### src/frw_regs.vh
// Behaviour
// status write accepted only while write enable latch is set
// status write never changes status bits 15, 10, 1 and 0
// status write executes only if chip select rises after 8 or 16 data bits
// one-byte status write keeps status bits 15 to 8 unchanged
// accepted status write runs timed cycle with write-in-progress held high
// status register reads still answered during the timed cycle
// write enable latch cleared when the timed cycle ends
// block-protect and status-protect bits updated, gated by write-protect pin
// hardware protected mode makes every status write ignored
// config write needs write enable latch and exactly 8 data bits
// accepted config write runs timed cycle, then clears write enable latch
// extended address read shifts register out msb first on falling edges
// in 3-byte mode the extended register supplies address bits 31 to 24; code takes only bits 25 to 24 from it, bits 31 to 26 are 0
// in 4-byte mode four address bytes used, segment bits ignored
// learning-pattern bit drives 00110100 during read dummy cycles
// extended address write accepted only while write enable latch is set
// extended address register clears at power up and reset
// enter 4-byte mode opcode alone switches to 32-bit addressing
// current address mode bit reads 0 in 3-byte, 1 in 4-byte mode
// enter 4-byte mode command sets current address mode indication
`ifndef FRW_REGS_VH
`define FRW_REGS_VH
`define FRW_OP_WR_ENABLE 8'h06
`define FRW_OP_WR_DISABLE 8'h04
`define FRW_OP_RD_STATUS0 8'h05
`define FRW_OP_RD_STATUS1 8'h35
`define FRW_OP_WR_STATUS 8'h01
`define FRW_OP_WR_STATUS_ALT 8'h31
`define FRW_OP_RD_CONFIG 8'h15
`define FRW_OP_WR_CONFIG 8'h11
`define FRW_OP_RD_EXT 8'hc8
`define FRW_OP_WR_EXT 8'hc5
`define FRW_OP_ENTER_4B 8'hb7
`define FRW_OP_EXIT_4B 8'he9
`define FRW_SR_KEEP_MASK 16'h8403
`define FRW_SR_RESET 16'h0000
`define FRW_CR_RESET 8'h00
`define FRW_EXT_RESET 8'h00
`define FRW_EXT_MASK 8'h83
`define FRW_LEARN_PATTERN 8'h34
`define FRW_SR_BUSY_BIT 0
`define FRW_SR_LATCH_BIT 1
`define FRW_SR_PROT_LO_BIT 7
`define FRW_SR_PROT_HI_BIT 8
`define FRW_EXT_LEARN_BIT 7
`define FRW_CR_MODE_BIT 0
`define FRW_BITS_OPCODE 6'd8
`define FRW_BITS_ONE_BYTE 6'd16
`define FRW_BITS_TWO_BYTE 6'd24
`define FRW_BITS_MAX 6'd40
`define FRW_WRITE_CYCLE_NS 32'd10000
`define FRW_CLK_MHZ 32'd50
`define FRW_WRITE_CYCLE_CLKS ((`FRW_WRITE_CYCLE_NS * `FRW_CLK_MHZ) / 32'd1000)
`endif

### src/frw_core.v
`timescale 1ns/1ps
`include "frw_regs.vh"
module frw_core #(
  parameter [31:0] TW_CYCLES = `FRW_WRITE_CYCLE_CLKS
) (
  // clock and reset
  input wire clock_i,
  input wire nrst_i,
  // serial link pins
  input wire sclk_i,
  input wire cs_n_i,
  input wire si_i,
  input wire wp_n_i,
  output reg so_o,
  output reg so_oe_o,
  // read path hooks
  input wire [23:0] addr24_i,
  input wire [31:0] addr32_i,
  input wire dummy_phase_i,
  input wire [2:0] dummy_bit_i,
  output reg [31:0] array_addr_o,
  output reg learn_oe_o,
  output reg learn_bit_o,
  // register state
  output reg [15:0] status_o,
  output reg [7:0] config_o,
  output reg [7:0] extended_address_byte_o,
  output reg current_addr_mode_o,
  output reg write_in_progress_o,
  output reg write_enable_latch_o
);
  localparam [7:0] LEARN_PATTERN = `FRW_LEARN_PATTERN;
  // pin synchronisers, only the second stage feeds logic
  reg [1:0] sclk_s;
  reg [1:0] cs_s;
  reg [1:0] si_s;
  reg [1:0] wp_s;
  reg sclk_d;
  reg cs_d;
  // register file
  reg [15:0] status;
  reg [7:0] config_r;
  reg [7:0] ext_addr;
  // command shifter
  reg [7:0] opcode;
  reg [7:0] shreg;
  reg [15:0] data16;
  reg [5:0] bitcnt;
  // self-timed write cycle
  reg [31:0] tw_cnt;
  reg write_in_progress;
  reg write_enable_latch;
  reg mode4;
  // read shifter
  reg out_act;
  reg [2:0] out_idx;
  reg [7:0] out_byte;
  // link events and command decode
  wire sclk_rise;
  wire sclk_fall;
  wire cs_fall;
  wire cs_rise;
  wire hw_protect;
  wire [7:0] next_shreg;
  wire [15:0] sr_one_byte;
  wire [15:0] sr_wr;
  wire [15:0] next_status;
  wire frame_opcode_only;
  wire frame_one_byte;
  wire frame_two_byte;
  wire exec_status;
  wire exec_config;
  wire exec_ext;

  function is_status_write;
    input [7:0] op;
    begin
      is_status_write = (op == `FRW_OP_WR_STATUS) || (op == `FRW_OP_WR_STATUS_ALT);
    end
  endfunction

  function is_read_op;
    input [7:0] op;
    begin
      is_read_op = (op == `FRW_OP_RD_STATUS0) || (op == `FRW_OP_RD_STATUS1)
                   || (op == `FRW_OP_RD_CONFIG) || (op == `FRW_OP_RD_EXT);
    end
  endfunction

  function [7:0] rd_byte;
    input [7:0] op;
    begin
      case (op)
        `FRW_OP_RD_STATUS0: rd_byte = {status[7:2], write_enable_latch, write_in_progress};
        `FRW_OP_RD_STATUS1: rd_byte = status[15:8];
        `FRW_OP_RD_CONFIG: rd_byte = {config_r[7:1], mode4};
        `FRW_OP_RD_EXT: rd_byte = ext_addr;
        default: rd_byte = 8'h00;
      endcase
    end
  endfunction

  assign sclk_rise = sclk_s[1] & ~sclk_d;
  assign sclk_fall = ~sclk_s[1] & sclk_d;
  assign cs_fall = ~cs_s[1] & cs_d;
  assign cs_rise = cs_s[1] & ~cs_d;
  // a set upper protect bit locks until reset, whatever the pin says
  assign hw_protect = ((status[`FRW_SR_PROT_HI_BIT:`FRW_SR_PROT_LO_BIT] == 2'b01) && !wp_s[1])
                      || status[`FRW_SR_PROT_HI_BIT];
  assign next_shreg = {shreg[6:0], si_s[1]};
  assign frame_opcode_only = (bitcnt == `FRW_BITS_OPCODE);
  assign frame_one_byte = (bitcnt == `FRW_BITS_ONE_BYTE);
  assign frame_two_byte = (bitcnt == `FRW_BITS_TWO_BYTE);
  assign sr_one_byte = {status[15:8], data16[7:0]};
  assign sr_wr = frame_two_byte ? data16 : sr_one_byte;
  assign next_status = (status & `FRW_SR_KEEP_MASK) | (sr_wr & ~`FRW_SR_KEEP_MASK);
  assign exec_status = is_status_write(opcode) && write_enable_latch && !hw_protect
                       && (frame_one_byte || frame_two_byte);
  assign exec_config = (opcode == `FRW_OP_WR_CONFIG) && write_enable_latch && frame_one_byte;
  assign exec_ext = (opcode == `FRW_OP_WR_EXT) && write_enable_latch && frame_one_byte;

  // pins cross into the clock domain through two flops
  always @(posedge clock_i)
  begin
    sclk_s <= {sclk_s[0], sclk_i};
    cs_s <= {cs_s[0], cs_n_i};
    si_s <= {si_s[0], si_i};
    wp_s <= {wp_s[0], wp_n_i};
  end

  // edge memories reset to the idle pin levels, so no false edge after reset
  always @(posedge clock_i)
  begin
    if (!nrst_i)
    begin
      sclk_d <= 1'b0;
      cs_d <= 1'b1;
    end
    else
    begin
      sclk_d <= sclk_s[1];
      cs_d <= cs_s[1];
    end
  end

  // opcode and data bytes, msb first on rising link clock
  always @(posedge clock_i)
  begin
    if (!nrst_i)
    begin
      opcode <= 8'h00;
      shreg <= 8'h00;
      data16 <= 16'h0000;
      bitcnt <= 6'd0;
    end
    else if (cs_fall)
    begin
      bitcnt <= 6'd0;
    end
    else if (!cs_s[1] && sclk_rise)
    begin
      shreg <= next_shreg;
      // count saturates so a long frame never wraps onto a legal boundary
      if (bitcnt < `FRW_BITS_MAX)
      begin
        bitcnt <= bitcnt + 6'd1;
      end
      if (bitcnt == `FRW_BITS_OPCODE - 6'd1)
      begin
        opcode <= next_shreg;
      end
      else if (bitcnt >= `FRW_BITS_OPCODE && bitcnt < `FRW_BITS_ONE_BYTE)
      begin
        data16 <= {8'h00, next_shreg};
      end
      else if (bitcnt >= `FRW_BITS_ONE_BYTE && bitcnt < `FRW_BITS_TWO_BYTE)
      begin
        // second byte goes to the upper status half
        data16 <= {next_shreg, data16[7:0]};
      end
    end
  end

  // read answers on falling link clock
  always @(posedge clock_i)
  begin
    if (!nrst_i)
    begin
      out_act <= 1'b0;
      out_idx <= 3'd0;
      out_byte <= 8'h00;
      so_o <= 1'b0;
      so_oe_o <= 1'b0;
    end
    else if (cs_fall || cs_rise)
    begin
      out_act <= 1'b0;
      so_oe_o <= 1'b0;
    end
    else if (!cs_s[1] && sclk_rise && bitcnt == `FRW_BITS_OPCODE - 6'd1)
    begin
      out_byte <= rd_byte(next_shreg);
      out_act <= is_read_op(next_shreg);
      out_idx <= 3'd7;
    end
    else if (!cs_s[1] && sclk_fall && out_act)
    begin
      so_oe_o <= 1'b1;
      so_o <= out_byte[out_idx];
      out_idx <= out_idx - 3'd1;
      if (out_idx == 3'd0)
      begin
        // refetch so a polled busy flag is fresh on every byte
        out_byte <= rd_byte(opcode);
      end
    end
  end

  // register file and the self-timed write cycle
  always @(posedge clock_i)
  begin
    if (!nrst_i)
    begin
      status <= `FRW_SR_RESET;
      config_r <= `FRW_CR_RESET;
      ext_addr <= `FRW_EXT_RESET;
      tw_cnt <= 32'd0;
      write_in_progress <= 1'b0;
      write_enable_latch <= 1'b0;
      mode4 <= 1'b0;
    end
    else
    begin
      if (write_in_progress)
      begin
        if (tw_cnt <= 32'd1)
        begin
          write_in_progress <= 1'b0;
          write_enable_latch <= 1'b0;
        end
        tw_cnt <= tw_cnt - 32'd1;
      end
      // a busy device ignores every command that could change state
      if (cs_rise && !write_in_progress)
      begin
        if (frame_opcode_only && opcode == `FRW_OP_WR_ENABLE)
        begin
          write_enable_latch <= 1'b1;
        end
        else if (frame_opcode_only && opcode == `FRW_OP_WR_DISABLE)
        begin
          write_enable_latch <= 1'b0;
        end
        else if (frame_opcode_only && opcode == `FRW_OP_ENTER_4B)
        begin
          mode4 <= 1'b1;
        end
        else if (frame_opcode_only && opcode == `FRW_OP_EXIT_4B)
        begin
          mode4 <= 1'b0;
        end
        else if (exec_status)
        begin
          status <= next_status;
          write_in_progress <= 1'b1;
          tw_cnt <= TW_CYCLES;
        end
        else if (exec_config)
        begin
          // mode bit is read only and lives in mode4
          config_r <= {data16[7:1], config_r[0]};
          write_in_progress <= 1'b1;
          tw_cnt <= TW_CYCLES;
        end
        else if (exec_ext)
        begin
          // volatile register needs no timed cycle, latch is spent at once
          ext_addr <= data16[7:0] & `FRW_EXT_MASK;
          write_enable_latch <= 1'b0;
        end
      end
    end
  end

  // outputs are registered copies, one clock behind the state
  always @(posedge clock_i)
  begin
    if (!nrst_i)
    begin
      array_addr_o <= 32'h00000000;
      learn_oe_o <= 1'b0;
      learn_bit_o <= 1'b0;
      status_o <= 16'h0000;
      config_o <= 8'h00;
      extended_address_byte_o <= 8'h00;
      current_addr_mode_o <= 1'b0;
      write_in_progress_o <= 1'b0;
      write_enable_latch_o <= 1'b0;
    end
    else
    begin
      // upper segment only reaches the array in 3-byte mode
      array_addr_o <= mode4 ? addr32_i : {6'h00, ext_addr[1:0], addr24_i};
      learn_oe_o <= dummy_phase_i && ext_addr[`FRW_EXT_LEARN_BIT];
      learn_bit_o <= dummy_phase_i && ext_addr[`FRW_EXT_LEARN_BIT] && LEARN_PATTERN[3'd7 - dummy_bit_i];
      status_o <= {status[15:2], write_enable_latch, write_in_progress};
      config_o <= {config_r[7:1], mode4};
      extended_address_byte_o <= ext_addr;
      current_addr_mode_o <= mode4;
      write_in_progress_o <= write_in_progress;
      write_enable_latch_o <= write_enable_latch;
    end
  end
endmodule // frw_core

### config.mk
export PLATFORM = sky130hd
export DESIGN_NAME = frw_core
export DESIGN_NICKNAME = d
export VERILOG_FILES = /design/src/frw_core.v
export VERILOG_INCLUDE_DIRS = /design/src
export SDC_FILE = /design/constraint.sdc
export NUM_CORES = 1
export LEC_CHECK = 0
export BUFFER_PORTS_ARGS = -buffer_cell sky130_fd_sc_hd__buf_2
export CORE_ASPECT_RATIO = 1.25
export CORE_MARGIN = 10
export CORE_UTILIZATION = 45
export CTS_CLUSTER_SIZE = 8
export DETAILED_ROUTE_END_ITERATION = 8
export PLACE_DENSITY = 0.7
export SLEW_MARGIN = 20
export SYNTH_ARGS = -nofsm -noshare
export SYNTH_HDL_FRONTEND = slang
export SYNTH_SLANG_ARGS = --single-unit
### constraint.sdc
create_clock -name clock_i -period 2.1 [get_ports clock_i]
set_input_delay 0.21 -clock clock_i [delete_from_list [all_inputs] [get_ports clock_i]]
set_output_delay 0.21 -clock clock_i [all_outputs]
set_load 0.05 [all_outputs]
---- Yosys cells after proc, flatten, opt, wreduce, memory -nomap -nowiden ----
Memories as Yosys holds them, arrays and structs flattened.
Index checks and enable logic that the tools add are counted.
operators by class
  multiplexer cells ....................... 43
  equality and inequality tests ........... 21
  reductions and logical operators ........ 53
  bitwise logic cells ..................... 20
  order comparisons ....................... 8
  $add $sub $neg .......................... 4
operators with widths
  kind                                                   count
  2-to-1 mux 32 bit                                      8
  case mux 8 bit (4 select lines)                        2
  2-to-1 mux 15 bit                                      3
  equality test 8 bit (second input constant)            5
  equality test 8 x 3 -> 1 bit (second input constant)   4
  <= comparator 32 x 1 -> 1 bit (second input constant)  1
  subtractor 32 x 1 -> 32 bit (second input constant)    1
  2-to-1 mux 26 bit                                      1
  equality test 8 x 5 -> 1 bit (second input constant)   3
  equality test 8 x 6 -> 1 bit (second input constant)   3
  2-to-1 mux 8 bit                                       3
  2-to-1 mux 1 bit                                       23
  logical AND 1 bit                                      21
  bitwise OR 16 x 15 -> 16 bit                           1
  inverter 1 bit                                         15
  equality test 6 x 5 -> 1 bit (second input constant)   2
  < comparator 6 x 5 -> 1 bit (second input constant)    2
  AND reduction 4 bit                                    3
  AND reduction 2 bit                                    5
  AND reduction 3 bit                                    3
  equality test 8 x 1 -> 1 bit (second input constant)   1
  < comparator 3 x 4 -> 1 bit (second input constant)    2
  AND reduction 8 bit                                    1
  nonzero test 2 bit                                     4
  other kinds (18)                                       32
word-level totals
  logic and storage cells ................. 183
  memory bits (read-only) ................. 8
  flip-flop bits (word level) ............. 185
  memories kept ........................... 1
memories
  name              depth  bits a word  read ports  clocked after Yosys merged registers in  wr ports  line            text
  (name not given)  8      1            1           0                                        0         frw_core.v:305  learn_bit_o <= dummy_phase_i && ext_addr[`FRW_EXT_LEARN_BIT] && LEARN_PATTERN[3'd7 - dummy_bit_i];

---- Longest topological paths before layout ----
  depth in word-level cells ............... 12
  depth in mapped cells ................... 8
  depth with buffers taken out ............ 7

---- Worst setup path after synthesis ----
No wires, ideal clock.
  path kind ............................... reg2reg
  start point ............................. reg cs_s[1]
  end point ............................... reg tw_cnt[10]
  stages on the path, launching flop included .. 8
  library setup time ...................... 117 ps
  path buffers ............................ 1
  required time ........................... 1983 ps
  path slack .............................. -29 ps
  clock period less this slack ............ 2129 ps
  arrival ................................. 2012 ps
  cell sequence ........................... dfxtp_1 -> ha_1 -> or4bb_1 -> nor4_4 -> o21ai_1 -> nand2_2 -> buf_2 -> nor2_1
on the way
  cells in the longest elaborated chain, start to end .. 3
ends and longest elaborated chain
  element                 line            text
  start, declared         frw_core.v:35   reg [1:0] cs_s;
  start signal, assigned  frw_core.v:126  cs_s <= {cs_s[0], cs_n_i};
  AND 1 bit               frw_core.v:106  assign cs_rise = cs_s[1] & ~cs_d;
  logical AND 1 bit       frw_core.v:244  if (cs_rise && !write_in_progress)
  2-to-1 mux 32 bit       frw_core.v:244
  end signal, assigned    frw_core.v:241  tw_cnt <= tw_cnt - 32'd1;
  end, declared           frw_core.v:50   reg [31:0] tw_cnt;
Every way passes these cells.
A chain may end at the register's enable or synchronous reset.

---- Final worst setup path ----
  start point ............................. reg tw_cnt[28]
  end point ............................... reg tw_cnt[30]
on the way
  cells in the longest elaborated chain, start to end .. 9
ends and longest elaborated chain
  element                          line            text
  subtractor 32 x 1 -> 32 bit (*)  frw_core.v:241
  2-to-1 mux 32 bit (*)            frw_core.v:234  if (write_in_progress)
  2-to-1 mux 32 bit                frw_core.v:268  else if (exec_config)
  2-to-1 mux 32 bit                frw_core.v:262  else if (exec_status)
  2-to-1 mux 32 bit                frw_core.v:258  else if (frame_opcode_only && opcode == `FRW_OP_EXIT_4B)
  2-to-1 mux 32 bit                frw_core.v:254  else if (frame_opcode_only && opcode == `FRW_OP_ENTER_4B)
  2-to-1 mux 32 bit                frw_core.v:250  else if (frame_opcode_only && opcode == `FRW_OP_WR_DISABLE)
  2-to-1 mux 32 bit                frw_core.v:246  if (frame_opcode_only && opcode == `FRW_OP_WR_ENABLE)
  2-to-1 mux 32 bit (*)            frw_core.v:244
Mark *: on every way between the ends. The rest lies on a longest branch, timed or not.

==> impl_metrics.ini <==
[worst_setup_path]
max_stage_delay_ns = 0.54
cp_slowest_cell = or4_4
critPathTopFamily = simple AND/OR/NAND/NOR gates
worst-path-max-fanout = 2
required_ns = 2.47
cp.arrival_ns = 2.46
crit_top_cell = or4_4
end_kind = flip-flop
critPathKind = reg2reg
cp_cell_sequence = or4_4 > or2_4 > or4_4 > or3_4 > a21oi_2
worstSetupStartpointType = flip-flop
path_buf_inv = 0

[sta]
finClkSkew_ns = 0.00949
fmax_mhz = 478
finalCriticalPeriod_ns = 2.09
finalMaxSlewViolations = 0
fin_ws_ns = 0.00873
tightest_slew_ns = 0.564
finalSetupViolCount = 0
hold_viol = 0
max_slew_margin_pct = 62.4
rsz0062_at_grt = true
fin_crit_sh_pct = 99.6

[yosys]
ys.flop_type = dfxtp_1
synthCells = 774
ys_ff_latch = 175
ys_top_cells_by_count = dfxtp_1 (175), nor2_1 (108), nand2_1 (58)
synth.avg_cell_area_um2 = 9.25
yosys.area.top_type = dfxtp_1
synth_top_area_share_pct = 48.9
yosysMostFrequentCell = dfxtp_1
yosysSeqAreaShare_pct = 48.9
yosysWarningCount = 0
postSynth.asyncResetShare_pct = 0
syn-cell-area_um2 = 7160
ys_types = 61
synth_area_leaders = dfxtp_1 (49%), mux2i_1 (7.8%), nor2_1 (5.7%), a21oi_1 (3.8%), nand2_1 (3.0%)
synth_edf_count = 0

[die]
ios = 137
initial_core_util_pct = 45.8
core-area_um2 = 15600
rows = 51
die_width_um = 133
die-area_um2 = 21400
die_h_um = 161

[cts]
clock_sink_count = 175
cts_max_level = 4
worstSkewPairLatency_ns = 0.43
numCtsBuffers = 17
cts_tree = built
cts.reportedPaths.clkPinSlew_ns = 0.06
cts_max_path_buffers = 2
cts-root-buf = clkbuf_16

[hold_path]
hold_path.class = in2reg

[flow_run]
maxCapViolCount = 0

[cells_and_area]
area_growth_pct = 25.4
drive_above_1_share_pct = 27.3
final_nets = 1001
n_antenna_cell = 0
stdcell_area_um2 = 8980

[global_routing]
grt_max_degree = 45
grt_antenna_before_repair = 0
gr-usage-all-layers_pct = 17.3
grt_pass1_wl_um = 30200
grt_pass1_vias = 5993
grt-ovfl-total = 0

[detailed_routing]
routed-wl-met3_um = 784
dr.pass1.iters = 5
vias = 5936
wl_per_cell_um = 16.3
route.detailed.drc = 0
met1_length_um = 7510
drtIter0Drc = 404
dr_wl_met2_um = 10000
ant_nets = 0
wl_um = 18700
viasPerCell = 5.15
routed.top_layer = met4

[placed_design]
gp_congestion = 0.916
dp_slack_ns = -0.0411
port_buffers = 129
dpl_cell_area_um2 = 8230
hpwl_um = 13600

[power_and_ir_drop]
p_leak_nw = 3.74
swShare_pct = 22.0
pwr-share-seq_pct = 48.7
power_density_nw_per_um2 = 770
switchingPower_mw = 1.52
pwr-share-clk_pct = 46.2
p_int_mw = 5.39
pwr-share-comb_pct = 5.1
ir_drop_mv = 0.503

[status]
status = completed
## final timing paths
| check | startpoint | endpoint | slack, ns | cells after the start |
|---|---|---|---|---|
| hold reg to reg | wp_s[0]$_DFF_P_ | wp_s[1]$_DFF_P_ | 0.33 | 0 |
| setup / recovery | tw_cnt[28]$_SDFF_PN0_ | tw_cnt[30]$_SDFF_PN0_ | 0.009 | 5 |
| setup reg to reg | tw_cnt[28]$_SDFF_PN0_ | tw_cnt[30]$_SDFF_PN0_ | 0.009 | 5 |
| hold / removal | addr24_i[18] | array_addr_o[18]$_SDFF_PN0_ | 0.01 | 3 |
## layer usage
| metal | GRT usage [%] | vias to the layer above |
|---|---|---|
| li1 | - | 2970 |
| met1 | 18.7 | 2795 |
| met2 | 31.9 | 137 |
| met3 | 3.82 | 34 |
| met4 | 6.51 | 0 |
| met5 | 0 | - |
## layout make-up
| cell class | instances | area, um^2 |
|---|---|---|
| Fill cell | 1386 | 6650 |
| Multi-Input combinational cell | 536 | 3460 |
| Clock inverter | 10 | 135 |
| Inverter | 14 | 52.6 |
| Sequential cell | 175 | 3510 |
| Timing Repair Buffer | 184 | 1100 |
| Clock buffer | 21 | 460 |
| Tap cell | 212 | 265 |
## state kept, by name, summed over array words and instances (netlist names), 2 cells and up
register	count
array_addr_o	32
bitcnt	6
config_o	8
config_r	7
cs_s	2
data16	14
ext_addr	3
extended_address_byte_o	3
opcode	8
out_byte	8
out_idx	3
sclk_s	2
shreg	7
si_s	2
status	12
status_o	14
tw_cnt	32
wp_s	2
## worst min-delay path, stage by stage
cell and delay [ns]:
buf_2 0.07, mux2i_1 0.05, nor2_1 0.07
## cells by family (layout without fill, tap and decap cells)
| kind of cell | Yosys count | in the layout | share of synthesized area, % |
|---|---|---|---|
| DFF | 175 | 175 | 48.9 |
| muxes | 70 | 70 | 10.3 |
| adders and majority gates | 7 | 7 | 1.22 |
| AOI/OAI and AO/OA | 104 | 104 | 8.80 |
| buffers and inverters | 69 | 229 | 4.40 |
| other | 1 | 7 | 0.0524 |
| and+or+nand+nor | 316 | 316 | 22.4 |
| xor gates and xnor gates | 32 | 32 | 3.91 |
## cell usage in the layout, fill, tap and decap left out, types with 5 or more instances in the layout
cell / n
dfxtp_1: 172
buf_2: 129
nor2_1: 108
nand2_1: 58
mux2i_1: 56
a21oi_1: 52
buf_4: 48
and2_1: 23
nand3_1: 23
clkbuf_16: 17
xnor2_1: 16
xor2_1: 16
nor3_1: 15
inv_1: 13
nor4_1: 13
o21ai_0: 13
mux2_2: 12
a22oi_1: 9
and3_1: 8
nand4_1: 8
or4_1: 7
ha_1: 7
conb_1: 7
nand3b_1: 6
or3_1: 5
or4_4: 5
a22o_1: 5
dlygate4sd3_1: 5
## power by group through the flow
| stage | Combinational, mW | Sequential, mW | Clock (mW) |
|---|---|---|---|
| after floorplan | 0.129 | 3.53 | 0 |
| after global placement | 0.335 | 3.44 | 0 |
| after detailed placement | 0.337 | 3.44 | 0 |
| after CTS | 0.347 | 3.37 | 3.25 |
| after global routing | 0.376 | 3.37 | 3.39 |
| final | 0.349 | 3.37 | 3.19 |
## stage by stage
| step | utilization (%) | hold slack (ns) | power, mW | std cells | TNS (ns) |
|---|---|---|---|---|---|
| 6_report | 57.4 | 0.0125 | 6.91 | 1152 | 0 |
| 5_1_grt | 57.4 | 0.0167 | 7.14 | 1152 | -0.0432 |
| 4_1_cts | 56.9 | 0.00173 | 6.97 | 1150 | 0 |
| 3_5_place_dp | 52.6 | 0.313 | 3.78 | 1114 | -0.154 |
| 3_3_place_gp | 52.6 | 0.311 | 3.78 | 1114 | -0.128 |
| 2_1_floorplan | - | 0.238 | 3.66 | 780 | 0 |
## what timing repair did
item / CTS / global route
setup endpoints to repair: 14 / 48
gates resized for setup: 5 / 16
hold buffers: 5 / 0
endpoints found under the hold margin: 5 / 0
buffers inserted: 0 / 2
pin swaps: 0 / 5
(Power assumes the default switching activity.)
